<file path="src/hw/eil_defs.svh">
`ifndef EIL_DEFS_SVH
`define EIL_DEFS_SVH
// register byte address on the bus
`define EIL_ADDR_SCR        8'h00
`define EIL_ADDR_CPU        8'h04
// status/control field positions
`define EIL_BIT_OSC1        1
`define EIL_BIT_OSC2        2
`define EIL_BIT_FCLR        3
`define EIL_BIT_EXTEN       4
`define EIL_BIT_PEND        7
`define EIL_SCR_RESET       8'h14
`define EIL_SCR_WMASK       8'h16
// cpu control register fields
`define EIL_BIT_GMASK       0
`define EIL_BIT_SWTRAP      1
`define EIL_BIT_DONE        2
`define EIL_BIT_RETI        3
`define EIL_BIT_INSVC       4
`endif

</file>
<file path="src/hw/eil_pkg.sv">
package eil_pkg;
  typedef enum logic [1:0] {
    EIL_RUN,
    EIL_STACK,
    EIL_VECTOR
  } eil_state_t;
  typedef struct packed {
    logic       cyc;
    logic       stb;
    logic       we;
    logic [7:0] adr;
    logic [3:0] sel;
    logic [7:0] dat;
  } eil_wb_req_t;
  typedef struct packed {
    logic       osc_int_en;
    logic       osc_ext_en;
    logic       osc_ext_sel;
  } eil_osc_t;
endpackage

</file>
<file path="src/hw/eil_ext_irq.sv">
// Chosen here: the Wishbone slave port and the placing of the registers.
`timescale 1ns/10ps
`default_nettype none
`include "eil_defs.svh"
// Function
// taking service stacks registers, sets global mask, then fetches vector
// return from service restores the stacked global mask
// software trap raises service regardless of mask and enable
// external sources blocked while mask set or external enable clear
// at instruction end: latch set, mask clear, enable set starts service
// request latch clears at vector fetch; new requests latch meanwhile
// level mode: falling edge or low sets latch; edge mode: edge only
// edge mode pin: next request only after pin high then low again
// level mode: request stays while pin held low
// port option set: port rising edges set the same latch
// level mode: port rising edge or high sets latch, persists
// edge mode port: next request only after low then high again
// any port pin high masks pin and other ports until all low
// interrupt pin low masks port pins until it returns high
// unused bits read zero; reset sets enable and second osc bit
// external enable is read/write, one enables
// first osc bit clear: internal clocks; only first set: external alone
// both osc bits set: external runs, internal still clocks cpu
// pending flag read-only, set by pending request, reset clears
// pending flag clears at vector fetch or flag-clear write
// flag-clear bit write-only, one clears flag, reads zero
// request held under global mask, serviced when mask clears
// pins synchronised before edge detection, one set per transition
module eil_ext_irq
  import eil_pkg::*;
#(
  parameter int unsigned NPORT = 4
) (
  input  wire logic              clk_i,
  input  wire logic              rst_i,
  input  wire logic              ce_i,
  input  wire logic              irq_n_i,
  input  wire logic [NPORT-1:0]  port_pins_i,
  input  wire logic              level_mode_i,
  input  wire logic              port_interrupt_option_i,
  input  wire logic              wb_cyc_i,
  input  wire logic              wb_stb_i,
  input  wire logic              wb_we_i,
  input  wire logic [7:0]        wb_adr_i,
  input  wire logic [3:0]        wb_sel_i,
  input  wire logic [31:0]       wb_dat_i,
  output logic      [31:0]       wb_dat_o,
  output logic                   wb_ack_o,
  output logic                   vector_fetch_o,
  output logic                   stack_push_o,
  output logic                   swtrap_vec_o,
  output eil_osc_t               osc_o
);

  eil_wb_req_t      req;
  eil_state_t       state_r;
  logic [2:0]       irq_sync_r;
  logic [NPORT-1:0] p_s0_r;
  logic [NPORT-1:0] p_s1_r;
  logic [NPORT-1:0] p_s2_r;
  logic             irq_lvl_r;
  logic [NPORT-1:0] p_lvl_r;
  logic             pend_r;
  logic             exten_r;
  logic             osc1_r;
  logic             osc2_r;
  logic             gmask_r;
  logic             saved_mask_r;
  logic             trap_r;
  logic             svc_trap_r;
  logic             insvc_r;
  logic             irq_lvl_nxt;
  logic [NPORT-1:0] p_lvl_nxt;
  logic             any_port;
  logic             irq_fall;
  logic [NPORT-1:0] p_rise;
  logic             set_req;
  logic             wr_scr;
  logic             wr_cpu;
  logic             fclr;
  logic             take_ext;
  logic             done_pulse;
  logic             reti_pulse;

  assign req = '{cyc: wb_cyc_i, stb: wb_stb_i, we: wb_we_i, adr: wb_adr_i,
                 sel: wb_sel_i, dat: wb_dat_i[7:0]};

  // three stages; a change counts once stages two and three agree
  always_ff @(posedge clk_i) begin
    if (rst_i) begin
      irq_sync_r <= 3'h7;
      p_s0_r     <= '0;
      p_s1_r     <= '0;
      p_s2_r     <= '0;
    end else if (ce_i) begin
      irq_sync_r <= {irq_sync_r[1:0], irq_n_i};
      p_s0_r     <= port_pins_i;
      p_s1_r     <= p_s0_r;
      p_s2_r     <= p_s1_r;
    end
  end

  // filtered levels hold until stages agree
  always_comb begin
    irq_lvl_nxt = irq_lvl_r;
    if (irq_sync_r[1] == irq_sync_r[2]) begin
      irq_lvl_nxt = irq_sync_r[1];
    end
    for (int i = 0; i < NPORT; i++) begin
      p_lvl_nxt[i] = (p_s1_r[i] == p_s2_r[i]) ? p_s1_r[i] : p_lvl_r[i];
    end
  end

  always_ff @(posedge clk_i) begin
    if (rst_i) begin
      irq_lvl_r <= 1'b1;
      p_lvl_r   <= '0;
    end else if (ce_i) begin
      irq_lvl_r <= irq_lvl_nxt;
      p_lvl_r   <= p_lvl_nxt;
    end
  end

  // ports ignored when the option is off
  assign any_port = port_interrupt_option_i && (|p_lvl_r);
  assign irq_fall = irq_lvl_r && !irq_lvl_nxt;
  assign p_rise   = ~p_lvl_r & p_lvl_nxt;

  always_comb begin
    set_req = 1'b0;
    if (!any_port) begin
      set_req = irq_fall || (level_mode_i && !irq_lvl_r);
    end
    if (port_interrupt_option_i && irq_lvl_r) begin
      // a port edge while others are high is still swallowed by R13
      if (!(|(p_lvl_r & ~p_rise))) begin
        set_req = set_req || (|p_rise);
      end
      set_req = set_req || (level_mode_i && (|p_lvl_r));
    end
  end

  // writes land at the ack edge, while the master still holds the request
  assign wr_scr     = req.cyc && req.stb && req.we && req.sel[0] && wb_ack_o &&
                      (req.adr == `EIL_ADDR_SCR);
  assign wr_cpu     = req.cyc && req.stb && req.we && req.sel[0] && wb_ack_o &&
                      (req.adr == `EIL_ADDR_CPU);
  assign fclr       = wr_scr && req.dat[`EIL_BIT_FCLR];
  assign done_pulse = wr_cpu && req.dat[`EIL_BIT_DONE];
  assign reti_pulse = wr_cpu && req.dat[`EIL_BIT_RETI];
  assign take_ext   = done_pulse && pend_r && !gmask_r && exten_r;

  // set wins over clear so a request at the clear is kept
  always_ff @(posedge clk_i) begin
    if (rst_i) begin
      pend_r <= 1'b0;
    end else if (ce_i) begin
      if (set_req) begin
        pend_r <= 1'b1;
      end else if ((state_r == EIL_VECTOR && !svc_trap_r) || fclr) begin
        pend_r <= 1'b0;
      end
    end
  end

  always_ff @(posedge clk_i) begin
    if (rst_i) begin
      exten_r <= 1'b1;
      osc1_r  <= 1'b0;
      osc2_r  <= 1'b1;
    end else if (ce_i && wr_scr) begin
      exten_r <= req.dat[`EIL_BIT_EXTEN];
      osc1_r  <= req.dat[`EIL_BIT_OSC1];
      osc2_r  <= req.dat[`EIL_BIT_OSC2];
    end
  end

  always_ff @(posedge clk_i) begin
    if (rst_i) begin
      osc_o <= '{osc_int_en: 1'b1, osc_ext_en: 1'b0, osc_ext_sel: 1'b0};
    end else if (ce_i) begin
      osc_o.osc_int_en  <= !osc1_r || osc2_r;
      osc_o.osc_ext_en  <= osc1_r;
      osc_o.osc_ext_sel <= osc1_r && !osc2_r;
    end
  end

  // stand-in sequencer for the cpu's interrupt entry; return is only the mask restore in the next block
  always_ff @(posedge clk_i) begin
    if (rst_i) begin
      state_r    <= EIL_RUN;
      svc_trap_r <= 1'b0;
      trap_r     <= 1'b0;
    end else if (ce_i) begin
      if (wr_cpu && req.dat[`EIL_BIT_SWTRAP]) begin
        trap_r <= 1'b1;
      end
      unique case (state_r)
        EIL_RUN: begin
          if (done_pulse && (trap_r || req.dat[`EIL_BIT_SWTRAP])) begin
            state_r    <= EIL_STACK;
            svc_trap_r <= 1'b1;
            trap_r     <= 1'b0;
          end else if (take_ext) begin
            state_r    <= EIL_STACK;
            svc_trap_r <= 1'b0;
          end
        end
        EIL_STACK: begin
          state_r <= EIL_VECTOR;
        end
        EIL_VECTOR: begin
          state_r <= EIL_RUN;
        end
        default: begin
          state_r <= EIL_RUN;
        end
      endcase
    end
  end

  always_ff @(posedge clk_i) begin
    if (rst_i) begin
      gmask_r      <= 1'b1;
      saved_mask_r <= 1'b1;
      insvc_r      <= 1'b0;
    end else if (ce_i) begin
      if (state_r == EIL_STACK) begin
        saved_mask_r <= gmask_r;
        gmask_r      <= 1'b1;
        insvc_r      <= 1'b1;
      end else if (reti_pulse && insvc_r) begin
        gmask_r <= saved_mask_r;
        insvc_r <= 1'b0;
      end else if (wr_cpu) begin
        gmask_r <= req.dat[`EIL_BIT_GMASK];
      end
    end
  end

  always_ff @(posedge clk_i) begin
    if (rst_i) begin
      stack_push_o   <= 1'b0;
      vector_fetch_o <= 1'b0;
      swtrap_vec_o   <= 1'b0;
    end else if (ce_i) begin
      stack_push_o   <= (state_r == EIL_STACK);
      vector_fetch_o <= (state_r == EIL_VECTOR);
      swtrap_vec_o   <= (state_r == EIL_VECTOR) && svc_trap_r;
    end
  end

  // single-wait slave; ack drops the cycle after it rose
  always_ff @(posedge clk_i) begin
    if (rst_i) begin
      wb_ack_o <= 1'b0;
      wb_dat_o <= '0;
    end else if (ce_i) begin
      wb_ack_o <= req.cyc && req.stb && !wb_ack_o;
      wb_dat_o <= '0;
      if (req.adr == `EIL_ADDR_SCR) begin
        wb_dat_o[`EIL_BIT_PEND]  <= pend_r;
        wb_dat_o[`EIL_BIT_EXTEN] <= exten_r;
        wb_dat_o[`EIL_BIT_OSC2]  <= osc2_r;
        wb_dat_o[`EIL_BIT_OSC1]  <= osc1_r;
      end else if (req.adr == `EIL_ADDR_CPU) begin
        wb_dat_o[`EIL_BIT_GMASK]  <= gmask_r;
        wb_dat_o[`EIL_BIT_SWTRAP] <= trap_r;
        wb_dat_o[`EIL_BIT_INSVC]  <= insvc_r;
      end
    end
  end

  vector_clears_a: assert property (@(posedge clk_i) disable iff (rst_i)
    (ce_i && state_r == EIL_VECTOR && !svc_trap_r && !set_req) |=> !pend_r)
    else $error("pending flag not cleared at vector fetch");
  mask_blocks_a: assert property (@(posedge clk_i) disable iff (rst_i)
    (ce_i && state_r == EIL_RUN && (gmask_r || !exten_r) && !trap_r &&
     !(wr_cpu && req.dat[`EIL_BIT_SWTRAP])) |=> state_r != EIL_STACK)
    else $error("external service despite mask");
  entry_seq_a: assert property (@(posedge clk_i) disable iff (rst_i)
    (ce_i && state_r == EIL_RUN && take_ext) |=> ##1 (gmask_r && state_r == EIL_VECTOR))
    else $error("entry sequence wrong");
  reti_restore_a: assert property (@(posedge clk_i) disable iff (rst_i)
    (ce_i && reti_pulse && insvc_r && state_r == EIL_RUN) |=> gmask_r == $past(saved_mask_r))
    else $error("mask not restored");
  fclr_clears_a: assert property (@(posedge clk_i) disable iff (rst_i)
    (ce_i && fclr && !set_req) |=> !pend_r)
    else $error("flag clear ignored");
  set_wins_a: assert property (@(posedge clk_i) disable iff (rst_i)
    (ce_i && set_req) |=> pend_r)
    else $error("request lost");
  osc_map_a: assert property (@(posedge clk_i) disable iff (rst_i)
    (ce_i && osc1_r && osc2_r) |=> (osc_o.osc_int_en && osc_o.osc_ext_en))
    else $error("osc both-set mode wrong");
  edge_only_a: assert property (@(posedge clk_i) disable iff (rst_i)
    (ce_i && !level_mode_i && !irq_lvl_r && !irq_fall) |-> !set_req)
    else $error("held pin relatched in edge mode");
  trap_nomask_a: assert property (@(posedge clk_i) disable iff (rst_i)
    (ce_i && state_r == EIL_RUN && done_pulse && req.dat[`EIL_BIT_SWTRAP])
    |=> state_r == EIL_STACK)
    else $error("trap masked");

  // register view, oscillator modes, per-source latching and service entry

  unused_zero_a: assert property (@(posedge clk_i) disable iff (rst_i)
    wb_ack_o |-> (wb_dat_o[31:8] == 24'h0))
    else $error("unused read bits not zero");

  fclr_reads_a: assert property (@(posedge clk_i) disable iff (rst_i)
    (wb_ack_o && req.adr == `EIL_ADDR_SCR) |-> !wb_dat_o[`EIL_BIT_FCLR])
    else $error("flag-clear bit reads one");

  pend_ro_a: assert property (@(posedge clk_i) disable iff (rst_i)
    (ce_i && wr_scr && !fclr && !set_req && state_r == EIL_RUN) |=> pend_r == $past(pend_r))
    else $error("pending flag changed by a write");

  exten_rw_a: assert property (@(posedge clk_i) disable iff (rst_i)
    (ce_i && wr_scr) |=> exten_r == $past(req.dat[`EIL_BIT_EXTEN]))
    else $error("external enable not written");

  osc_low_a: assert property (@(posedge clk_i) disable iff (rst_i)
    (ce_i && !osc1_r) |=> (osc_o.osc_int_en && !osc_o.osc_ext_en))
    else $error("internal oscillator mode wrong");

  osc_ext_a: assert property (@(posedge clk_i) disable iff (rst_i)
    (ce_i && osc1_r && !osc2_r) |=> (!osc_o.osc_int_en && osc_o.osc_ext_sel))
    else $error("external oscillator mode wrong");

  port_masks_a: assert property (@(posedge clk_i) disable iff (rst_i)
    (ce_i && !level_mode_i && any_port) |-> !set_req)
    else $error("edge taken while a port pin is high");

  pin_masks_a: assert property (@(posedge clk_i) disable iff (rst_i)
    (ce_i && !level_mode_i && !irq_lvl_r && (|p_rise)) |-> !set_req)
    else $error("port edge taken while pin is low");

  port_edge_a: assert property (@(posedge clk_i) disable iff (rst_i)
    (ce_i && port_interrupt_option_i && irq_lvl_r && !(|p_lvl_r) && (|p_rise)) |=> pend_r)
    else $error("port edge not latched");

  pin_edge_a: assert property (@(posedge clk_i) disable iff (rst_i)
    (ce_i && irq_fall && !any_port) |=> pend_r)
    else $error("pin edge not latched");

  level_hold_a: assert property (@(posedge clk_i) disable iff (rst_i)
    (ce_i && level_mode_i && !irq_lvl_r && !any_port) |=> pend_r)
    else $error("held pin level not latched");

  port_level_a: assert property (@(posedge clk_i) disable iff (rst_i)
    (ce_i && level_mode_i && port_interrupt_option_i && irq_lvl_r && (|p_lvl_r)) |=> pend_r)
    else $error("held port level not latched");

  sync_once_a: assert property (@(posedge clk_i) disable iff (rst_i)
    (ce_i && irq_fall) |=> !irq_fall)
    else $error("one pin transition seen twice");

  take_enter_a: assert property (@(posedge clk_i) disable iff (rst_i)
    (ce_i && state_r == EIL_RUN && take_ext) |=> state_r == EIL_STACK)
    else $error("service not started");

  exten_block_a: assert property (@(posedge clk_i) disable iff (rst_i)
    (!exten_r || gmask_r) |-> !take_ext)
    else $error("service taken while blocked");

  mask_hold_a: assert property (@(posedge clk_i) disable iff (rst_i)
    (ce_i && pend_r && gmask_r && !fclr && state_r == EIL_RUN) |=> pend_r)
    else $error("masked request dropped");

  push_vec_a: assert property (@(posedge clk_i) disable iff (rst_i)
    (ce_i && stack_push_o) |=> vector_fetch_o)
    else $error("vector fetch does not follow stacking");

  vec_pulse_a: assert property (@(posedge clk_i) disable iff (rst_i)
    (ce_i && vector_fetch_o) |=> !vector_fetch_o)
    else $error("vector fetch longer than one cycle");

endmodule
`default_nettype wire

</file>
<file path="config.mk">
export PLATFORM = sky130hd
export DESIGN_NAME = eil_ext_irq
export DESIGN_NICKNAME = d
export VERILOG_FILES = /design/src/hw/eil_pkg.sv /design/src/hw/eil_ext_irq.sv
export VERILOG_INCLUDE_DIRS = /design/src /design/src/hw
export SDC_FILE = /design/constraint.sdc
export NUM_CORES = 1
export LEC_CHECK = 0
export BUFFER_PORTS_ARGS = -buffer_cell sky130_fd_sc_hd__buf_2
export CAP_MARGIN = 20
export CORE_AREA = 2 2 60 105
export CTS_CLUSTER_SIZE = 12
export DETAILED_ROUTE_END_ITERATION = 10
export DIE_AREA = 0 0 62 107
export PLACE_DENSITY = 0.62
export SLEW_MARGIN = 15
export SYNTH_ARGS = -nofsm -noshare
export SYNTH_HDL_FRONTEND = slang
export SYNTH_SLANG_ARGS = --single-unit
export TNS_END_PERCENT = 50
</file>
<file path="constraint.sdc">
create_clock -name clk_i -period 2.75 [get_ports clk_i]
set_input_delay 0.55 -clock clk_i [delete_from_list [all_inputs] [get_ports clk_i]]
set_output_delay 0.55 -clock clk_i [all_outputs]
set_load 0.05 [all_outputs]
</file>
# Yosys cells after proc, flatten, opt, wreduce, memory -nomap -nowiden
# Index checks and enable logic that the tools add are counted.
dict set report word_totals {
  latch_bits 0
  mem_bits_ro 0
  memories 0
  output_inout_bits 39
  word_cells 121
  in_bits 57
  ram_bits 0
  reg_bits 43
}
dict set report op_classes {
  add_sub_neg 0
  order_cmp 0
  reduce_logical 53
  mux 31
  eq_ne 9
  n_mul 0
  n_shift 0
  div 0
  bitwise_logic 4
}
# op count
set ops {}
lappend ops {{1-bit two-way mux} 27}
lappend ops {{1-bit logical AND} 25}
lappend ops {{4-bit OR reduction} 3}
lappend ops {{2-bit AND reduction} 5}
lappend ops {{4-bit bitwise AND} 2}
lappend ops {{8-bit by 3-bit == test with 1-bit output, second input constant} 1}
lappend ops {{8-bit zero test} 1}
lappend ops {{4-bit inverter} 2}
lappend ops {{1-bit zero test} 7}
lappend ops {{1-bit logical OR} 6}
lappend ops {{2-bit two-way mux} 3}
lappend ops {{2-bit nonzero test} 3}
lappend ops {{1-bit == test} 5}
lappend ops {{2-bit one-hot mux with 2 select lines} 1}
lappend ops {{3-bit != test, second input constant} 1}
lappend ops {{3-bit AND reduction} 1}
lappend ops {{3-bit nonzero test} 1}
lappend ops {{2-bit by 1-bit == test with 1-bit output, second input constant} 1}
lappend ops {{2-bit == test, second input constant} 1}
lappend ops {{2-bit zero test} 1}

# Logic depth before layout (Yosys ltp)
# Gate-level depths: netlist of run 1.
dict set report logic_depth {
  ltp_word 13
  mapped_depth 5
  mapped_depth_nobuf 4
}

# Least setup slack after synthesis of run 1
# Ideal clock, no wire load.
dict set report synth_path {
  path_type {input port to flip-flop}
  startpoint {input wb_adr_i[5]}
  endpoint {register gmask_r}
  arrival_time_ps 2193
  n_path_buf 1
  t_required_ps 2628
  stages 5
  setup_time_ps 122
  slack_ps 435
  cell_sequence {or4_1 or4_1 clkbuf_2 and3_1 a311o_1}
}
dict set report synth_between {
  elab_chain_len 6
  word_cells_on_any_way 8
  cone_classes {1 x eq/ne; 2 x mux; 5 x reduce/logical}
}
# element line_no
set synth_lines {}
lappend synth_lines {{start: declaration} eil_ext_irq.sv:44} ;# input wire logic [7:0] wb_adr_i,
lappend synth_lines {{8-bit by 3-bit == test with 1-bit output (no source line) (*)} -}
lappend synth_lines {{1-bit logical AND (*)} eil_ext_irq.sv:146} ;# assign wr_cpu = req.cyc && req.stb && req.we && req.sel[0] && wb_ack_o &&
lappend synth_lines {{1-bit logical AND} eil_ext_irq.sv:150} ;# assign reti_pulse = wr_cpu && req.dat[`EIL_BIT_RETI];
lappend synth_lines {{1-bit logical AND} eil_ext_irq.sv:232} ;# end else if (reti_pulse && insvc_r) begin
lappend synth_lines {{3-bit nonzero test (no source line) or 1-bit two-way mux (tied branches)} -}
lappend synth_lines {{2-bit AND reduction (no source line) or 1-bit two-way mux (tied branches)} -}
lappend synth_lines {{end signal: assignment} eil_ext_irq.sv:233} ;# gmask_r <= saved_mask_r;
lappend synth_lines {{end signal: assignment} eil_ext_irq.sv:236} ;# gmask_r <= req.dat[`EIL_BIT_GMASK];
lappend synth_lines {{end: declaration} eil_ext_irq.sv:67} ;# logic gmask_r;
# Mark *: on every way between the ends. The rest lies on a longest branch, timed or not.
# A chain may end at the register's enable or synchronous reset.

# Worst setup path after layout of run 1
# Same ends and word-level chain as after synthesis.

==> results of run 1 <==
==> power by group through the flow <==
stage                     clock, mW  combinational, mW  sequential, mW
final                         0.470              0.158           0.639
after global routing          0.504              0.172           0.641
after CTS                     0.483              0.159           0.639
after detailed placement          0              0.159           0.654
after global placement            0              0.158           0.653
after floorplan                   0              0.153           0.654
==> routing by layer <==
layer	GRT usage, %	wire length [µm]	up-vias
li1	-	-	807
met1	15.2	1710	731
met2	24.3	2280	50
met3	2.65	187	8
met4	5.78	85	0
met5	0	0	-
==> state kept, by name, summed over array words and instances, names as in the netlist, 2 cells and up <==
register and count:
state_r 2, p_s1_r 4, p_lvl_r 4, p_s2_r 4, p_s0_r 4, wb_dat_o 5, osc_o 3, irq_sync_r 3
==> through the flow <==
| step | utilization, % | power [mW] | cells | hold slack [ps] |
|---|---|---|---|---|
| finish | 38.9 | 1.27 | 340 | 452 |
| global route | 38.9 | 1.32 | 340 | 482 |
| CTS | 38.9 | 1.28 | 340 | 456 |
| detailed placement | 37.1 | 0.813 | 333 | 445 |
| global placement | 37.1 | 0.812 | 333 | 446 |
| floorplan | - | 0.807 | 250 | 441 |
==> layout by cell type (no fill, tap or decap), drive strengths merged, types with 2 or more instances in the layout <==
| master | synthesis | layout |
|---|---|---|
| a21o | 3 | 3 |
| a21oi | 18 | 18 |
| a22oi | 2 | 2 |
| and3 | 2 | 2 |
| buf | 28 | 41 |
| clkbuf | 8 | 6 |
| conb | 1 | 27 |
| dfxtp | 43 | 43 |
| inv | 5 | 5 |
| maj3 | 2 | 2 |
| mux2 | 2 | 2 |
| mux2i | 19 | 19 |
| nand2 | 19 | 19 |
| nand3 | 5 | 5 |
| nand3b | 5 | 5 |
| nor2 | 25 | 25 |
| nor2b | 2 | 2 |
| nor4 | 3 | 3 |
| o21ai | 10 | 10 |
| o41ai | 2 | 2 |
| or4 | 3 | 3 |
==> cell type report <==
class                      instances  share of cell area, %
multi-input combinational        165                   42.4
sequential                        43                   38.3
timing repair buffer              41                   9.45
tap                               78                   4.34
clock buffer                       6                   3.23
clock inverter                     1                   1.33
inverter                           6                   1.00
==> Yosys cell counts (all sizes together), types with 2 or more instances <==
| cell | n | area (µm²) |
|---|---|---|
| inv | 5 | 18.8 |
| or4 | 3 | 22.5 |
| o21ai | 10 | 50.1 |
| mux2i | 19 | 190 |
| nor2 | 25 | 93.8 |
| dfxtp | 43 | 861 |
| nand3b | 5 | 37.5 |
| and3 | 2 | 12.5 |
| clkbuf | 8 | 31.3 |
| o41ai | 2 | 17.5 |
| mux2 | 2 | 22.5 |
| nand3 | 5 | 25.0 |
| nor4 | 3 | 18.8 |
| a21o | 3 | 22.5 |
| maj3 | 2 | 20.0 |
| a22oi | 2 | 15.0 |
| nand2 | 19 | 71.3 |
| buf | 28 | 206 |
| nor2b | 2 | 12.5 |
| a21oi | 18 | 90.1 |
==> logic make-up after synthesis <==
group,after synthesis,share of synthesized area [%]
multiplexers,21,10.8
buffers and inverters,42,13.2
flip-flops,43,43.5
other,1,0.190
adder cells (fa/ha/maj),2,1.01
AND/OR/NAND/NOR,72,17.8
AO/OA/AOI/OAI,43,13.5
==> worst register-to-register path, stage by stage (launching register included) <==
cell and delay (ps):
dfxtp_1 360, nand3_1 130, or2_2 340, or4_1 510
a311o_1 360
==> final timing paths <==
path / startpoint / end / cells past startpoint
worst min register to register: stack_push_o$_SDFFE_PP0P_ / stack_push_o$_SDFFE_PP0P_ / 2
worst max register to register: wb_ack_o$_SDFFE_PP0P_ / gmask_r$_SDFFE_PP1P_ / 4
worst max-delay path: wb_adr_i[5] / gmask_r$_SDFFE_PP1P_ / 5
worst min-delay path: stack_push_o$_SDFFE_PP0P_ / stack_push_o$_SDFFE_PP0P_ / 2
==> flow_summary_export.csv, run 1 <==
group,metric,value,unit
hold_path,hp-class,"flip-flop to flip-flop",
clock_tree,cts_tree,"done",
clock_tree,numCtsBuffers,5,
global_routing,grt_first_pass_wirelength,6890,µm
drt,drcViolationCount,0,
clock_tree,clk_latency,290,ps
die,core,5790,µm²
outcome,outcome,"finished, final reports clean",
yosys,async_reset_ff_share,0,%
die,die_area,6630,µm²
clock_tree,cts_resized,0,
die,fp.dieW,62,µm
die,initial_core_util,34.2,%
worst_setup_path,crit_top_cell,"or4_1",
timing,clock_skew,11.0,ps
yosys,ys_seq_elements,43,
placement,placed_cell_area,2150,µm²
yosys,synthCells,224,
yosys,ys_seq_area_share,43.5,%
drt,wl,4260,µm
worst_setup_path,crit_type,"input pin to flip-flop",
worst_setup_path,cp_top_family,"simple AND/OR/NAND/NOR gates",
drt,via_per_inst,4.69,
yosys,yosys_warnings,0,
layout,nFillCells,606,
layout,layout-drive-gt1-share,19.8,%
clock_tree,cts_max_path_buffers,2,
pwr,power.leakage,0.992,nW
pwr,power_frac_comb,12.5,%
drt,num_vias,1596,
timing,fin_ws,482,ps
drt,dr.pass1.iters,4,
worst_setup_path,cp_max_fo,8,
clock_tree,postCtsSetupBuffers,0,
timing,rsz0062_at_grt,"no",
yosys,synth_cell_types,40,
timing,final_hold_viol_count,0,
global_routing,grt_max_degree,36,
placement,place_ws,185,ps
worst_setup_path,reg2reg_slack,950,ps
pwr,power_density,563,nW/µm²
timing,slew_violations,0,
timing,setup_violations,0,
worst_setup_path,slowest_stage,"or4_1",
layout,multi_input_area,953,µm²
layout,stdcell_area,2250,µm²
drt,antenna_left,0,
global_routing,overflow,0,
worst_setup_path,crit_buf_inv,1,
clock_tree,postCtsHoldBufs,0,
yosys,syn_avg_cell_area,8.83,µm²
layout,insertedDiodeCount,0,
clock_tree,cts_root_buf,"clkbuf_8",
pwr,swShare,26.5,%
flow_run,maxCapViolCount,0,
yosys,ys.flop_type,"dfxtp_1",
worst_setup_path,worstSetupStartpointType,"input pin",
worst_setup_path,arrival,2450,ps
pwr,pwr-share-seq,50.4,%
layout,register_area,861,µm²
drt,drt-initial-drc-count,75,
timing,worst_pin_slew,528,ps
die,row_count,37,
clock_tree,path_clk_slew,80,ps
layout,syn2layout_area_growth,13.8,%
global_routing,antenna_found_initial,0,
timing,layout_min_cycle_time,2270,ps
placement,gp_congestion,0.752,
yosys,synth_edf_count,0,
layout,layout.nets,319,
worst_setup_path,path_cells,"buf_2 > or4_1 > or4_1 > and3_1 > a311o_1",
drt,wire_per_inst,12.5,µm
pwr,intPower,0.931,mW
timing,finalCritPeriodShare,82.5,%
clock_tree,cts.sinks,43,
pwr,p_clk_share,37.1,%
placement,hpwl,3110,µm
global_routing,grt_pass1_vias,1510,
die,die_height,107,µm
global_routing,grtUsageTotal,13.8,%
placement,numPortBuffers,38,
timing,tns,0,ps
worst_setup_path,worst_setup_path_end_kind,"flip-flop",
clock_tree,ctsHtreeMaxLevel,2,
timing,slew_headroom,64.8,%
worst_setup_path,slowest_delay,700,ps
pwr,switching_power,0.336,mW
pwr,vdd_drop_max,251,µV
timing,max_freq,0.441,GHz
yosys,synth.cell_area,1980,µm²
die,io_pins,96,
worst_setup_path,required,2930,ps
Power figures use the tool's default switching activity.
==> run 2, diff against run 1 <==
clock period = 2.38 ns   (was 2.75 ns; I/O delays follow)
==> flow_summary_export.csv, run 2 (same netlist as run 1, synthesis figures left out) <==
group,metric,value,unit
placement,hpwl,3210,µm
layout,final_cell_mix,"dfxtp_1 (43), buf_2 (38), conb_1 (27)",
layout,layout.nets,321,
clock_tree,ctsHtreeMaxLevel,2,
die,die_height,107,µm
worst_setup_path,reg2reg_slack,570,ps
pwr,power.leakage,0.992,nW
placement,placed_cell_area,2160,µm²
layout,final_core_util,38.8,%
global_routing,antenna_found_initial,0,
global_routing,grt_first_pass_wirelength,6800,µm
layout,largest-register,"wb_dat_o",
timing,whs,418,ps
placement,dp.cells,335,
clock_tree,postCtsHoldBufs,0,
worst_setup_path,worstSetupStartpointType,"input pin",
clock_tree,path_clk_slew,80,ps
layout,register_area,861,µm²
global_routing,grt_pass1_vias,1457,
hold_path,min_to,"irq_sync_r[0]$_SDFFE_PP1P_",
timing,setup_violations,0,
timing,clock_skew,7.92,ps
layout,insertedDiodeCount,0,
layout,finalNonFillerCells,343,
drt,drcViolationCount,0,
worst_setup_path,reg2regPathDepth,4,
timing,layout_min_cycle_time,2170,ps
hold_path,hp-class,"input pin to flip-flop",
worst_setup_path,reg2reg_from,"wb_ack_o$_SDFFE_PP0P_",
timing,finalCritPeriodShare,91.3,%
clock_tree,cts_max_path_buffers,2,
drt,antenna_left,0,
layout,final_common_cell,"dfxtp_1",
timing,tns,0,ps
drt,wl,4350,µm
layout,multi_input_area,953,µm²
die,die_area,6630,µm²
pwr,vdd_drop_max,285,µV
flow_run,maxCapViolCount,0,
worst_setup_path,crit_type,"input pin to flip-flop",
timing,final_hold_viol_count,0,
worst_setup_path,arrival,2350,ps
global_routing,grt_max_degree,36,
global_routing,grtUsageTotal,13.6,%
drt,drt-initial-drc-count,48,
clock_tree,cts_resized,0,
clock_tree,numCtsBuffers,5,
clock_tree,cts_tree,"done",
worst_setup_path,worst_setup_path_end_kind,"flip-flop",
worst_setup_path,required,2560,ps
layout,largest_reg_flops,5,
layout,stdcell_area,2240,µm²
die,core,5790,µm²
placement,numPortBuffers,38,
layout,layout-drive-gt1-share,20.4,%
global_routing,overflow,0,
timing,max_freq,0.460,GHz
timing,worst_pin_slew,534,ps
pwr,power_density,607,nW/µm²
hold_path,min_path_cells,3,
worst_setup_path,cp_max_fo,6,
die,initial_core_util,34.2,%
die,io_pins,96,
layout,syn2layout_area_growth,13.5,%
clock_tree,cts.sinks,43,
drt,num_vias,1626,
clock_tree,cts_root_buf,"clkbuf_8",
die,fp.dieW,62,µm
layout,nFillCells,626,
timing,slew_violations,0,
die,row_count,37,
worst_setup_path,r2r_end,"gmask_r$_SDFFE_PP1P_",
drt,via_per_inst,4.74,
timing,rsz0062_at_grt,"no",
clock_tree,clk_latency,290,ps
timing,slew_headroom,64.3,%
drt,dr.pass1.iters,4,
hold_path,hold_start,"irq_n_i",
drt,wire_per_inst,12.7,µm
outcome,outcome,"finished, final reports clean",
placement,gp_congestion,0.747,
clock_tree,postCtsSetupBuffers,0,
==> run 2: area by class of cell <==
class                      count  share of cell area, %
clock buffer                   7                   3.40
timing repair buffer          43                   10.2
multi-input combinational    165                   42.5
inverter                       6                   1.00
clock inverter                 1                  0.223
tap                           78                   4.35
sequential                    43                   38.4
==> run 2: critical path: stages <==
cell,delay (ps)
buf_2,100
or4_1,550
or4_1,680
and3_1,240
a311o_1,310
==> run 2: how the worst max path moves through the flow <==
stage,from,to,cells after the start
after CTS,wb_adr_i[5],gmask_r$_SDFFE_PP1P_,5
after global routing,wb_adr_i[5],svc_trap_r$_SDFFE_PP0P_,5
final,wb_adr_i[5],gmask_r$_SDFFE_PP1P_,5
after global placement,wb_adr_i[5],gmask_r$_SDFFE_PP1P_,5
after detailed placement,wb_adr_i[5],gmask_r$_SDFFE_PP1P_,5
after floorplan,wb_adr_i[5],gmask_r$_SDFFE_PP1P_,5
==> run 2: layer usage <==
| layer | part of all wire (%) | GRT usage, % | up-vias | wire length [µm] |
|---|---|---|---|---|
| met1 | 39 | 15.5 | 752 | 1710 |
| met5 | 0 | 0 | - | 0 |
| li1 | - | - | 810 | - |
| met3 | 4.6 | 2.65 | 10 | 200 |
| met2 | 53 | 23.1 | 54 | 2310 |
| met4 | 2.9 | 6.69 | 0 | 126 |
==> run 2: power by group <==
group | internal (mW) | switching, mW
Clock | 0.206 | 0.232
Combinational | 0.0395 | 0.146
Sequential | 0.730 | 0.00857
Total | 0.975 | 0.387
==> run 2: metrics by stage <==
step                total power, mW  worst slack (ps)
floorplan                     0.932               139
global placement              0.939             -89.4
detailed placement            0.941             -96.5
CTS                            1.39               218
global route                   1.43               152
finish                         1.36               208
==> run 3, diff against run 2 <==
REMOVE_ABC_BUFFERS = 1   (was unset)
clock period = 2.2 ns   (was 2.38 ns; I/O delays follow)
==> flow_summary_export.csv, run 3 (same netlist as run 1, synthesis figures left out) <==
group,metric,value,unit
layout,largest_reg_flops,5,
clock_tree,path_clk_slew,80,ps
die,die_area,6630,µm²
timing,max_freq,0.484,GHz
placement,numPortBuffers,38,
outcome,outcome,"finished, final reports clean",
clock_tree,postCtsHoldBufs,0,
pwr,power_density,669,nW/µm²
drt,drt-initial-drc-count,54,
clock_tree,cts_max_path_buffers,2,
drt,dr.pass1.iters,4,
clock_tree,numCtsBuffers,5,
layout,layout-drive-gt1-share,20.5,%
timing,slew_violations,0,
worst_setup_path,crit_type,"input pin to flip-flop",
global_routing,antenna_found_initial,0,
clock_tree,clk_latency,290,ps
die,core,5790,µm²
timing,rsz0062_at_grt,"no",
timing,layout_min_cycle_time,2070,ps
global_routing,grtUsageTotal,13.3,%
placement,gp_congestion,0.754,
worst_setup_path,slowest_stage,"or4_1",
drt,wl,4180,µm
timing,clock_skew,6.44,ps
pwr,power.leakage,0.992,nW
timing,setup_violations,0,
global_routing,overflow,0,
placement,dp.cells,334,
flow_run,maxCapViolCount,0,
timing,finalCritPeriodShare,94.0,%
worst_setup_path,slowest_delay,650,ps
placement,placed_cell_area,2150,µm²
timing,worst_pin_slew,509,ps
layout,largest-register,"wb_dat_o",
layout,stdcell_area,2240,µm²
layout,layout.nets,320,
worst_setup_path,required,2390,ps
global_routing,grt_pass1_vias,1481,
worst_setup_path,worstSetupStartpointType,"input pin",
clock_tree,postCtsSetupBuffers,0,
die,io_pins,96,
layout,final_common_cell,"dfxtp_1",
worst_setup_path,reg2reg_slack,430,ps
die,row_count,37,
global_routing,grt_max_degree,33,
drt,antenna_left,0,
timing,slew_headroom,66.0,%
global_routing,grt_first_pass_wirelength,6630,µm
clock_tree,cts_resized,0,
worst_setup_path,cp_max_fo,6,
worst_setup_path,arrival,2250,ps
die,initial_core_util,34.2,%
hold_path,hp-class,"input pin to flip-flop",
clock_tree,cts_tree,"done",
drt,via_per_inst,4.77,
pwr,vdd_drop_max,419,µV
layout,insertedDiodeCount,0,
die,fp.dieW,62,µm
layout,final_cell_mix,"dfxtp_1 (43), buf_2 (38), conb_1 (27)",
drt,wire_per_inst,12.3,µm
worst_setup_path,worst_setup_path_end_kind,"flip-flop",
clock_tree,ctsHtreeMaxLevel,2,
clock_tree,cts.sinks,43,
layout,syn2layout_area_growth,13.4,%
worst_setup_path,crit_top_cell,"or4_1",
worst_setup_path,path_cells,"buf_2 > or4_1 > or4_1 > and3_1 > a311o_1",
clock_tree,cts_root_buf,"clkbuf_8",
drt,num_vias,1627,
drt,drcViolationCount,0,
placement,hpwl,3040,µm
timing,tns,0,ps
layout,finalNonFillerCells,341,
die,die_height,107,µm
timing,final_hold_viol_count,0,
[run 3: final timing paths]
kind | from | to | cells after the start
worst max-delay path | wb_adr_i[5] | gmask_r$_SDFFE_PP1P_ | 5
worst min-delay path | wb_dat_i[4] | exten_r$_SDFFE_PP1P_ | 3
worst max register to register | wb_ack_o$_SDFFE_PP0P_ | gmask_r$_SDFFE_PP1P_ | 4
worst min register to register | stack_push_o$_SDFFE_PP0P_ | stack_push_o$_SDFFE_PP0P_ | 2
[run 3: critical path, delay by kind of cell]
kind / cells / cell delay (ps)
and+or+nand+nor: 3 / 1400
AOI/OAI and AO/OA: 1 / 310
buffers and inverters: 1 / 100
[run 3: layer usage]
metal	global-route usage (%)	up-vias	wire length, µm
li1	-	807	-
met1	13.8	752	1690
met2	24.0	63	2140
met3	3.98	5	294
met4	4.56	0	59
met5	0	-	0
[run 3: where the power goes]
| part | total [mW] | switching [mW] | internal, mW |
|---|---|---|---|
| combinational | 0.199 | 0.157 | 0.0416 |
| clock | 0.502 | 0.256 | 0.246 |
| sequential | 0.799 | 0.00918 | 0.790 |
[run 3: final cells by class]
cell class	count	area, µm²
repair buffers	42	220
fillers	604	3540
clock buffers	6	82.6
well taps	78	97.6
multi-input cells	165	953
clock inverters	1	5.00
inverters	6	22.5
flip-flops and latches	43	861
[run 3: stage by stage]
stage	power [mW]	hold slack (ps)	util [%]	setup WS [ps]
final	1.50	367	38.7	133
after detailed placement	1.02	447	37.2	-153
after global routing	1.56	375	38.7	80.9
after global placement	1.01	441	37.2	-160
after floorplan	0.953	441	-	-5.98
after CTS	1.51	366	38.7	144
